### src/shared/ofad_map.vh
// Purpose: register offsets, field positions, reset values and state counts
// Assumes: AHB-Lite byte addresses, one 32-bit word per register
// Notes: included by the operand and add decoder files
`ifndef OFAD_MAP_VH
`define OFAD_MAP_VH

// register byte offsets
`define OFAD_OFF_FEED      12'h000
`define OFAD_OFF_STATUS    12'h004
`define OFAD_OFF_ACCF      12'h008
`define OFAD_OFF_FIRST     12'h00c
`define OFAD_OFF_SECOND    12'h010
`define OFAD_OFF_MPTR      12'h014
`define OFAD_OFF_IDX1      12'h018
`define OFAD_OFF_IDX2      12'h01c
`define OFAD_OFF_STACK     12'h020
`define OFAD_OFF_PROBE     12'h024
`define OFAD_OFF_PROBE_PR  12'h028
`define OFAD_OFF_PROBE_DSP 12'h02c
`define OFAD_OFF_MEM_LO    12'h100
`define OFAD_OFF_MEM_HI    12'h1fc

// flag byte positions
`define OFAD_FLG_S  7
`define OFAD_FLG_Z  6
`define OFAD_FLG_H  4
`define OFAD_FLG_PV 2
`define OFAD_FLG_N  1
`define OFAD_FLG_C  0

// status bit positions
`define OFAD_ST_ILLEGAL 3

// reset values
`define OFAD_RST_BYTE 8'h00
`define OFAD_RST_WORD 16'h0000

// opcode and prefix bytes
`define OFAD_PFX_IDX1  8'hdd
`define OFAD_PFX_IDX2  8'hfd
`define OFAD_GRP_ADD   5'b10000
`define OFAD_GRP_ADC   5'b10001
`define OFAD_IMM_ADD   8'hc6
`define OFAD_IMM_ADC   8'hce
`define OFAD_MEM_CODE  3'b110

// state counts per form
`define OFAD_STATES_REG 5'd4
`define OFAD_STATES_MEM 5'd6
`define OFAD_STATES_IMM 5'd6
`define OFAD_STATES_IDX 5'd14

`endif

### src/verilog/ofad_alu.v
// Purpose: 8-bit add with carry-in and flag byte
// Assumes: combinational, result used by the sequencer at the end of execution
// Notes: undocumented flag bits 5 and 3 are forced to zero
`timescale 1ns/10ps
`include "ofad_map.vh"
module ofad_alu (
  input  wire [7:0] a,
  input  wire [7:0] b,
  input  wire       cin,
  output wire [7:0] sum,
  output reg  [7:0] flags
);
  wire [8:0] full;
  wire [4:0] half;

  assign full = {1'b0, a} + {1'b0, b} + {8'h00, cin};
  assign half = {1'b0, a[3:0]} + {1'b0, b[3:0]} + {4'h0, cin};
  assign sum  = full[7:0];

  always @* begin
    flags                 = 8'h00;
    flags[`OFAD_FLG_S]    = full[7];
    flags[`OFAD_FLG_Z]    = (full[7:0] == 8'h00);
    flags[`OFAD_FLG_H]    = half[4];
    flags[`OFAD_FLG_PV]   = (a[7] == b[7]) && (full[7] != a[7]);
    flags[`OFAD_FLG_N]    = 1'b0;
    flags[`OFAD_FLG_C]    = full[8];
  end
endmodule // ofad_alu

### src/verilog/ofad_top.v
// Purpose: operand field decoder and 8-bit add / add-with-carry executor
// Assumes: single clock, instruction bytes written one at a time over AHB-Lite
// Notes: memory operands come from a 64-byte window, addressed by low address bits
// Function
// - a 3-bit single-register code selects b, c, d, e, h, l or the accumulator, and 110 selects none.
// - a general pair code selects first pair, second pair, memory pointer or index register, or stack pointer.
// - in the stack-ops pair form code 10 is the memory pointer and 11 the accumulator-flags pair.
// - a half select on a pair reads the upper or lower eight bits of that pair.
// - the 3-bit bit field is the binary index of the target bit 0 to 7.
// - the condition field decodes to not zero, zero, no carry, carry, parity odd, parity even, plus, minus.
// - the restart field maps to eight targets spaced eight apart from 00h to 38h.
// - displacements are signed 8-bit, immediates are 8-bit data and two-byte immediates 16-bit.
// - register add is one byte in 4 states, immediate add is two bytes in 6 states.
// - add from memory at the memory pointer is one byte in 6 states.
// - first index prefix add adds the byte at index plus displacement, three bytes, 14 states.
// - second index prefix add does the same with the second index register.
// - add-with-carry forms add operand plus carry with the same lengths and state counts.
// - indexed add-with-carry works with either prefix, three bytes, 14 states.
// - the flag byte layout is fixed, overflow goes to parity/overflow and subtract is cleared.
//
// Decided for this implementation: the AHB-Lite interface to the registers and the address map.
`timescale 1ns/10ps
`include "ofad_map.vh"
module ofad_top (
  input  wire        clk,
  input  wire        rst,
  input  wire        hsel,
  input  wire [31:0] haddr,
  input  wire [1:0]  htrans,
  input  wire        hwrite,
  input  wire [2:0]  hsize,
  input  wire [31:0] hwdata,
  input  wire        hready,
  output reg  [31:0] hrdata,
  output reg         hreadyout,
  output reg         hresp,
  output reg  [7:0]  acc,
  output reg  [7:0]  flags
);
  localparam [2:0] ST_IDLE = 3'd0;
  localparam [2:0] ST_OP   = 3'd1;
  localparam [2:0] ST_DISP = 3'd2;
  localparam [2:0] ST_IMM  = 3'd3;
  localparam [2:0] ST_EXEC = 3'd4;

  reg  [15:0] first_pair;
  reg  [15:0] second_pair;
  reg  [15:0] memory_pointer_pair;
  reg  [15:0] first_index_register;
  reg  [15:0] second_index_register;
  reg  [15:0] stack_pointer;
  reg  [7:0]  mem [0:63];

  reg  [2:0]  state;
  reg  [4:0]  cnt;
  reg         use_carry;
  reg         idx_sel;
  reg  [7:0]  operand;
  reg  [7:0]  op_byte;
  reg         illegal;
  reg  [1:0]  last_len;
  reg  [4:0]  last_states;
  reg  [31:0] probe;

  reg         wr_pend;
  reg  [11:0] wr_addr;
  reg  [31:0] rd_word;

  wire        take;
  wire        exec_done;
  wire        feed_wr;
  wire [7:0]  feed_byte;
  wire [8:0]  feed_reg;
  wire [15:0] probe_pair;
  wire [7:0]  alu_sum;
  wire [7:0]  alu_flags;
  wire [15:0] idx_base;
  wire [15:0] eff_addr;
  wire        add_grp;
  wire        imm_grp;
  wire        clr_illegal;

  // single-register decode, code 110 has no register
  function [8:0] reg8;
    input [2:0] code;
    begin
      case (code)
        3'b000:  reg8 = {1'b1, first_pair[15:8]};
        3'b001:  reg8 = {1'b1, first_pair[7:0]};
        3'b010:  reg8 = {1'b1, second_pair[15:8]};
        3'b011:  reg8 = {1'b1, second_pair[7:0]};
        3'b100:  reg8 = {1'b1, memory_pointer_pair[15:8]};
        3'b101:  reg8 = {1'b1, memory_pointer_pair[7:0]};
        3'b111:  reg8 = {1'b1, acc};
        default: reg8 = 9'h000;
      endcase
    end
  endfunction

  // pair decode; form 0 general, 1 first index, 2 second index, 3 stack ops
  function [15:0] pair16;
    input [1:0] code;
    input [1:0] form;
    begin
      case (code)
        2'b00:   pair16 = first_pair;
        2'b01:   pair16 = second_pair;
        2'b10: begin
          case (form)
            2'd1:    pair16 = first_index_register;
            2'd2:    pair16 = second_index_register;
            default: pair16 = memory_pointer_pair;
          endcase
        end
        default: pair16 = (form == 2'd3) ? {acc, flags} : stack_pointer;
      endcase
    end
  endfunction

  // condition test against the current flag byte
  function cond_met;
    input [2:0] f;
    begin
      case (f[2:1])
        2'b00:   cond_met = flags[`OFAD_FLG_Z]  == f[0];
        2'b01:   cond_met = flags[`OFAD_FLG_C]  == f[0];
        2'b10:   cond_met = flags[`OFAD_FLG_PV] == f[0];
        default: cond_met = flags[`OFAD_FLG_S]  == f[0];
      endcase
    end
  endfunction

  // address decode, used by both read and write paths
  function [3:0] reg_index;
    input [11:0] a;
    begin
      case (a)
        `OFAD_OFF_FEED:      reg_index = 4'h1;
        `OFAD_OFF_STATUS:    reg_index = 4'h2;
        `OFAD_OFF_ACCF:      reg_index = 4'h3;
        `OFAD_OFF_FIRST:     reg_index = 4'h4;
        `OFAD_OFF_SECOND:    reg_index = 4'h5;
        `OFAD_OFF_MPTR:      reg_index = 4'h6;
        `OFAD_OFF_IDX1:      reg_index = 4'h7;
        `OFAD_OFF_IDX2:      reg_index = 4'h8;
        `OFAD_OFF_STACK:     reg_index = 4'h9;
        `OFAD_OFF_PROBE:     reg_index = 4'ha;
        `OFAD_OFF_PROBE_PR:  reg_index = 4'hb;
        `OFAD_OFF_PROBE_DSP: reg_index = 4'hc;
        default: reg_index = (a >= `OFAD_OFF_MEM_LO && a <= `OFAD_OFF_MEM_HI) ? 4'hd : 4'h0;
      endcase
    end
  endfunction

  assign take        = hsel & hready & htrans[1];
  assign feed_wr     = wr_pend && (reg_index(wr_addr) == 4'h1);
  assign feed_byte   = hwdata[7:0];
  assign feed_reg    = reg8(feed_byte[2:0]);
  assign probe_pair  = pair16(probe[4:3], probe[6:5]);
  assign clr_illegal = wr_pend && (reg_index(wr_addr) == 4'h2) && hwdata[`OFAD_ST_ILLEGAL];
  assign exec_done   = (state == ST_EXEC) && (cnt == 5'd1);
  assign add_grp     = (feed_byte[7:3] == `OFAD_GRP_ADD) || (feed_byte[7:3] == `OFAD_GRP_ADC);
  assign imm_grp     = (feed_byte == `OFAD_IMM_ADD) || (feed_byte == `OFAD_IMM_ADC);
  assign idx_base    = idx_sel ? second_index_register : first_index_register;
  assign eff_addr    = idx_base + {{8{feed_byte[7]}}, feed_byte};

  ofad_alu u_alu (
    .a     (acc),
    .b     (operand),
    .cin   (use_carry & flags[`OFAD_FLG_C]),
    .sum   (alu_sum),
    .flags (alu_flags)
  );

  // decode sequencer; feed bytes during execution are dropped
  always @(posedge clk or posedge rst) begin
    if (rst) begin
      state       <= ST_IDLE;
      cnt         <= 5'd0;
      use_carry   <= 1'b0;
      idx_sel     <= 1'b0;
      operand     <= `OFAD_RST_BYTE;
      op_byte     <= `OFAD_RST_BYTE;
      illegal     <= 1'b0;
      last_len    <= 2'd0;
      last_states <= 5'd0;
    end else begin
      if (clr_illegal)
        illegal <= 1'b0;
      case (state)
        ST_IDLE: begin
          if (feed_wr) begin
            if (feed_byte == `OFAD_PFX_IDX1 || feed_byte == `OFAD_PFX_IDX2) begin
              idx_sel <= (feed_byte == `OFAD_PFX_IDX2);
              state   <= ST_OP;
            end else if (add_grp) begin
              use_carry <= feed_byte[3];
              last_len  <= 2'd1;
              state     <= ST_EXEC;
              if (feed_byte[2:0] == `OFAD_MEM_CODE) begin
                operand     <= mem[memory_pointer_pair[5:0]];
                cnt         <= `OFAD_STATES_MEM;
                last_states <= `OFAD_STATES_MEM;
              end else begin
                operand     <= feed_reg[7:0];
                cnt         <= `OFAD_STATES_REG;
                last_states <= `OFAD_STATES_REG;
              end
            end else if (imm_grp) begin
              use_carry <= feed_byte[3];
              state     <= ST_IMM;
            end else begin
              illegal <= 1'b1;
            end
          end
        end
        ST_OP: begin
          if (feed_wr) begin
            if (add_grp && feed_byte[2:0] == `OFAD_MEM_CODE) begin
              use_carry <= feed_byte[3];
              state     <= ST_DISP;
            end else begin
              illegal <= 1'b1;
              state   <= ST_IDLE;
            end
          end
        end
        ST_DISP: begin
          if (feed_wr) begin
            operand     <= mem[eff_addr[5:0]];
            cnt         <= `OFAD_STATES_IDX;
            last_states <= `OFAD_STATES_IDX;
            last_len    <= 2'd3;
            state       <= ST_EXEC;
          end
        end
        ST_IMM: begin
          if (feed_wr) begin
            operand     <= feed_byte;
            cnt         <= `OFAD_STATES_IMM;
            last_states <= `OFAD_STATES_IMM;
            last_len    <= 2'd2;
            state       <= ST_EXEC;
          end
        end
        ST_EXEC: begin
          cnt <= cnt - 5'd1;
          if (exec_done)
            state <= ST_IDLE;
        end
        default: state <= ST_IDLE;
      endcase
      // a new fault in the clearing cycle must survive the clear
      if (feed_wr && ((state == ST_IDLE && !add_grp && !imm_grp &&
          feed_byte != `OFAD_PFX_IDX1 && feed_byte != `OFAD_PFX_IDX2) ||
          (state == ST_OP && !(add_grp && feed_byte[2:0] == `OFAD_MEM_CODE))))
        illegal <= 1'b1;
    end
  end

  // register file; completion of an add beats a bus write to the accumulator
  always @(posedge clk or posedge rst) begin
    if (rst) begin
      acc                   <= `OFAD_RST_BYTE;
      flags                 <= `OFAD_RST_BYTE;
      first_pair            <= `OFAD_RST_WORD;
      second_pair           <= `OFAD_RST_WORD;
      memory_pointer_pair   <= `OFAD_RST_WORD;
      first_index_register  <= `OFAD_RST_WORD;
      second_index_register <= `OFAD_RST_WORD;
      stack_pointer         <= `OFAD_RST_WORD;
      probe                 <= 32'h00000000;
    end else begin
      if (wr_pend) begin
        case (reg_index(wr_addr))
          4'h3: begin
            acc   <= hwdata[15:8];
            flags <= hwdata[7:0];
          end
          4'h4: first_pair            <= hwdata[15:0];
          4'h5: second_pair           <= hwdata[15:0];
          4'h6: memory_pointer_pair   <= hwdata[15:0];
          4'h7: first_index_register  <= hwdata[15:0];
          4'h8: second_index_register <= hwdata[15:0];
          4'h9: stack_pointer         <= hwdata[15:0];
          4'ha: probe                 <= hwdata;
          default: ;
        endcase
      end
      if (exec_done) begin
        acc   <= alu_sum;
        flags <= alu_flags;
      end
    end
  end

  // memory window, low byte of each word
  always @(posedge clk) begin
    if (wr_pend && reg_index(wr_addr) == 4'hd)
      mem[wr_addr[7:2]] <= hwdata[7:0];
  end

  // read mux; probe fields: g[2:0] pair[4:3] form[6:5] half[7] bit[10:8]
  // cond[13:11] restart[18:16] disp[31:24]
  always @* begin
    rd_word = 32'h00000000;
    case (reg_index(haddr[11:0]))
      4'h2: rd_word = {21'h00000, last_states, last_len, illegal, state};
      4'h3: rd_word = {16'h0000, acc, flags};
      4'h4: rd_word = {16'h0000, first_pair};
      4'h5: rd_word = {16'h0000, second_pair};
      4'h6: rd_word = {16'h0000, memory_pointer_pair};
      4'h7: rd_word = {16'h0000, first_index_register};
      4'h8: rd_word = {16'h0000, second_index_register};
      4'h9: rd_word = {16'h0000, stack_pointer};
      4'ha: begin
        rd_word[8:0]   = reg8(probe[2:0]);
        rd_word[15:9]  = 7'h00;
        rd_word[23:16] = 8'h01 << probe[10:8];
        rd_word[24]    = cond_met(probe[13:11]);
        rd_word[31:25] = {1'b0, probe[18:16], 3'b000};
      end
      4'hb: begin
        rd_word[15:0]  = probe_pair;
        rd_word[23:16] = probe[7] ? probe_pair[15:8] : probe_pair[7:0];
      end
      4'hc: rd_word = {16'h0000, {8{probe[31]}}, probe[31:24]};
      4'hd: rd_word = {24'h000000, mem[haddr[7:2]]};
      default: rd_word = 32'h00000000;
    endcase
  end

  // zero-wait slave: reads are staged in the address phase
  always @(posedge clk or posedge rst) begin
    if (rst) begin
      wr_pend   <= 1'b0;
      wr_addr   <= 12'h000;
      hrdata    <= 32'h00000000;
      hreadyout <= 1'b1;
      hresp     <= 1'b0;
    end else begin
      hreadyout <= 1'b1;
      hresp     <= 1'b0;
      wr_pend   <= take & hwrite;
      if (take)
        wr_addr <= haddr[11:0];
      if (take && !hwrite)
        hrdata <= rd_word;
    end
  end
endmodule // ofad_top
### config.mk
export PLATFORM = sky130hd
export DESIGN_NAME = ofad_top
export DESIGN_NICKNAME = d
export VERILOG_FILES = /design/src/verilog/ofad_alu.v /design/src/verilog/ofad_top.v
export VERILOG_INCLUDE_DIRS = /design/src /design/src/shared
export SDC_FILE = /design/constraint.sdc
export NUM_CORES = 1
export LEC_CHECK = 0
export ABC_CLOCK_PERIOD_IN_PS = 9500
export BUFFER_PORTS_ARGS = -buffer_cell sky130_fd_sc_hd__buf_2
export CELL_PAD_IN_SITES_DETAIL_PLACEMENT = 1
export CELL_PAD_IN_SITES_GLOBAL_PLACEMENT = 1
export CORE_MARGIN = 5
export CORE_UTILIZATION = 58
export CTS_CLUSTER_DIAMETER = 30
export DETAILED_ROUTE_END_ITERATION = 10
export HOLD_SLACK_MARGIN = 0.12
export PLACE_DENSITY_LB_ADDON = 0.05
export SYNTH_ARGS = -nofsm -noshare
export SYNTH_HDL_FRONTEND = slang
export SYNTH_SLANG_ARGS = --single-unit
### constraint.sdc
create_clock -name clk -period 9.5 [get_ports clk]
set_input_delay 1.425 -clock clk [delete_from_list [all_inputs] [get_ports clk]]
set_output_delay 1.425 -clock clk [all_outputs]
set_load 0.01 [all_outputs]
==> flow_metrics.env <==
export IMPL_power_density_mw_per_mm2=215
export IMPL_p_leak_nw=16.4
export IMPL_synth_edf_count=512
export IMPL_ys_seq_area_share_pct=50.6
export IMPL_hp_class="flip-flop to flip-flop"
export IMPL_clk_latency_ps=740
export IMPL_cts_clk_slew_worst_paths_ps=40
export IMPL_yosysTopAreaCellShare_pct=38.1
export IMPL_dpl_hpwl_mm=98.1
export IMPL_ys_ff_latch=714
export IMPL_required_ps=10140
export IMPL_cp_max_fo=74
export IMPL_drc_errors=0
export IMPL_clock_skew_final_ps=34.7
export IMPL_cts_resized=0
export IMPL_rsz0062_at_grt="false"
export IMPL_ys_warn_count=0
export IMPL_grt_max_degree=107
export IMPL_rows=96
export IMPL_die_w_um=274
export IMPL_synth_ff_type="edfxtp_1"
export IMPL_violations="capacitance limit, slew limit"
export IMPL_initial_core_util_pct=58.7
export IMPL_setup_viol=0
export IMPL_wl_mm=157
export IMPL_area_growth_syn_to_layout_pct=16.3
export IMPL_core_area_mm2=0.0688
export IMPL_clockBufferDepth=3
export IMPL_critPathCaptureType="flip-flop"
export IMPL_cts_root_buf="clkbuf_16"
export IMPL_grt_pass1_vias=31100
export IMPL_maxSlewHeadroom_pct=-1.46
export IMPL_critical_path_most_common_cell="a211oi_1"
export IMPL_setup_tns_ps=0
export IMPL_period_needed_ps=5480
export IMPL_start_kind="primary input"
export IMPL_min_path_cells=2
export IMPL_maxCapViolCount=1
export IMPL_nets=2872
export IMPL_status="finished with violations"
export IMPL_cts_tree="built"
export IMPL_drive_gt1_share_pct=35.3
export IMPL_async_flop_share_pct=28.3
export IMPL_final_core_util_pct=68.3
export IMPL_slew_viol_final=2
export IMPL_gp_congestion=1.01
export IMPL_cpMaxStageDelayCell="a2111oi_0"
export IMPL_worst_pin_slew_ps=1520
export IMPL_hold_viol=0
export IMPL_synth_cells=2682
export IMPL_yosysUniqueCellTypes=81
export IMPL_yosysTopAreaCell="edfxtp_1"
export IMPL_ctsHoldBuffers=0
export IMPL_post_cts_buffers=0
export IMPL_final_period_utilization_pct=57.6
export IMPL_ant_nets=0
export IMPL_crit_type="primary input to flip-flop"
export IMPL_io_pins=124
export IMPL_first_pass_iters=6
export IMPL_crit_arrival_ps=6110
export IMPL_grtUsageTotal_pct=41.8
export IMPL_drt_initial_drc_count=4266
export IMPL_ir_worst_vdd_mv=0.158
export IMPL_design_die_area_mm2=0.0750
export IMPL_syn_area_per_cell_um2=15.1
export IMPL_via_per_inst=7.83
export IMPL_crit_chain="buf_2 -> buf_4 -> ha_1 -> o21ai_0 -> o21bai_1 -> a2111oi_0 -> o21ai_1 -> a211oi_1 -> a211oi_1 -> a31oi_1"
export IMPL_grt_pass1_wl_mm=224
export IMPL_overflow=0
export IMPL_drt_wirelength_per_cell_um=40.9
export IMPL_h_tree_depth=4
export IMPL_die_h_um=274
export IMPL_grt_antenna_before_repair=9
export IMPL_clock_sink_count=714
export IMPL_worst_r2r_cell_count=10
export IMPL_critical_path_max_stage_delay_ps=1140
export IMPL_syn_area_mm2=0.0404
export IMPL_vias=30100
export IMPL_port_buffers=88
export IMPL_ys_top_cells_by_area="edfxtp_1 (38%), mux4_2 (23%), dfrtp_1 (13%), mux2_2 (4.7%), mux2i_1 (3.3%)"
export IMPL_max_freq_mhz=183
export IMPL_cts_buffers=157
layout make-up:
cell class | count | area, um^2
fill | 6008 | 21800
inverter | 20 | 82.6
tap | 931 | 1160
multi-input combinational | 1723 | 18900
timing repair buffer | 162 | 1080
clock inverter | 87 | 1000
sequential | 714 | 20400
antenna | 3 | 7.51
clock buffer | 200 | 4340
worst max-delay path: cells and delay by family:
kind                     cells  cell delay [ps]
AO/OA/AOI/OAI                7             3460
buffers and inverters        2              710
adder cells (fa/ha/maj)      1              420
layer usage:
| metal | share of wire (%) | vias to the layer above | GRT usage (%) |
|---|---|---|---|
| li1 | - | 11400 | - |
| met1 | 33 | 15400 | 50.0 |
| met2 | 46 | 2514 | 64.8 |
| met3 | 12 | 746 | 12.2 |
| met4 | 9.3 | 6 | 30.9 |
| met5 | 0.020 | - | 0 |
state kept, by name (all words and copies together) (netlist names), 12 cells and up:
signal                 flops
first_index_register      16
first_pair                16
hrdata                    28
mem                      512
memory_pointer_pair       16
probe                     25
second_index_register     16
second_pair               16
stack_pointer             16
wr_addr                   12
metrics by stage:
stage / setup WS, ps / hold slack (ps) / std cells / area (um^2) / power, mW
finish: 4020 / 484 / 3840 / 47000 / 10.1
floorplan: 2560 / 435 / 2686 / 40400 / 4.16
detailed placement: 3750 / 465 / 3550 / 41700 / 4.58
global route: 4160 / 509 / 3837 / 47000 / 10.3
CTS: 4330 / 480 / 3837 / 47000 / 10.1
global placement: 3870 / 451 / 3550 / 41700 / 4.55
layout by cell type (no fill, tap or decap), types with 63 or more instances in the layout:
cell type and n:
a21oi_1 63, nor2_1 139, buf_2 83, mux4_2 414, buf_4 72, a22oi_1 99
o21ai_0 71, mux2_2 168, nand2_1 140, mux2i_1 135, dfrtp_1 200, edfxtp_1 512
clkbuf_16 164
cells in the mapped netlist (all sizes together), types with 56 or more instances:
cell type,number
a211oi,56
a21oi,64
a22oi,99
buf,135
clkbuf,94
dfrtp,202
edfxtp,512
mux2,168
mux2i,135
mux4,414
nand2,141
nor2,142
o21ai,75
power by group:
| group | internal, mW | switching [mW] | leakage (nW) |
|---|---|---|---|
| Sequential | 3.42 | 0.173 | 7.18 |
| Clock | 3.72 | 1.80 | 2.59 |
| Combinational | 0.390 | 0.592 | 6.58 |
| Total | 7.53 | 2.56 | 16.4 |
kinds of logic after synthesis:
group | synth area share (%)
AO/OA/AOI/OAI | 8.17
XOR/XNOR | 0.325
adder cells (fa/ha/maj) | 0.700
buffers and inverters | 2.90
flip-flops | 50.6
multiplexers | 31.1
other | 0.0186
AND/OR/NAND/NOR | 6.23
worst paths after layout:
check                      startpoint                     end  slack [ps]
setup / recovery            hwdata[3]              operand[2]        4020
setup reg to reg              idx_sel              operand[6]        4150
min in group asynchronous         rst              hrdata[29]         820
max in group asynchronous         rst  memory_pointer_pair[1]        7300
hold / removal             hrdata[24]              hrdata[24]         480
hold reg to reg            hrdata[24]              hrdata[24]         480
Power figures use the tool's default switching activity.
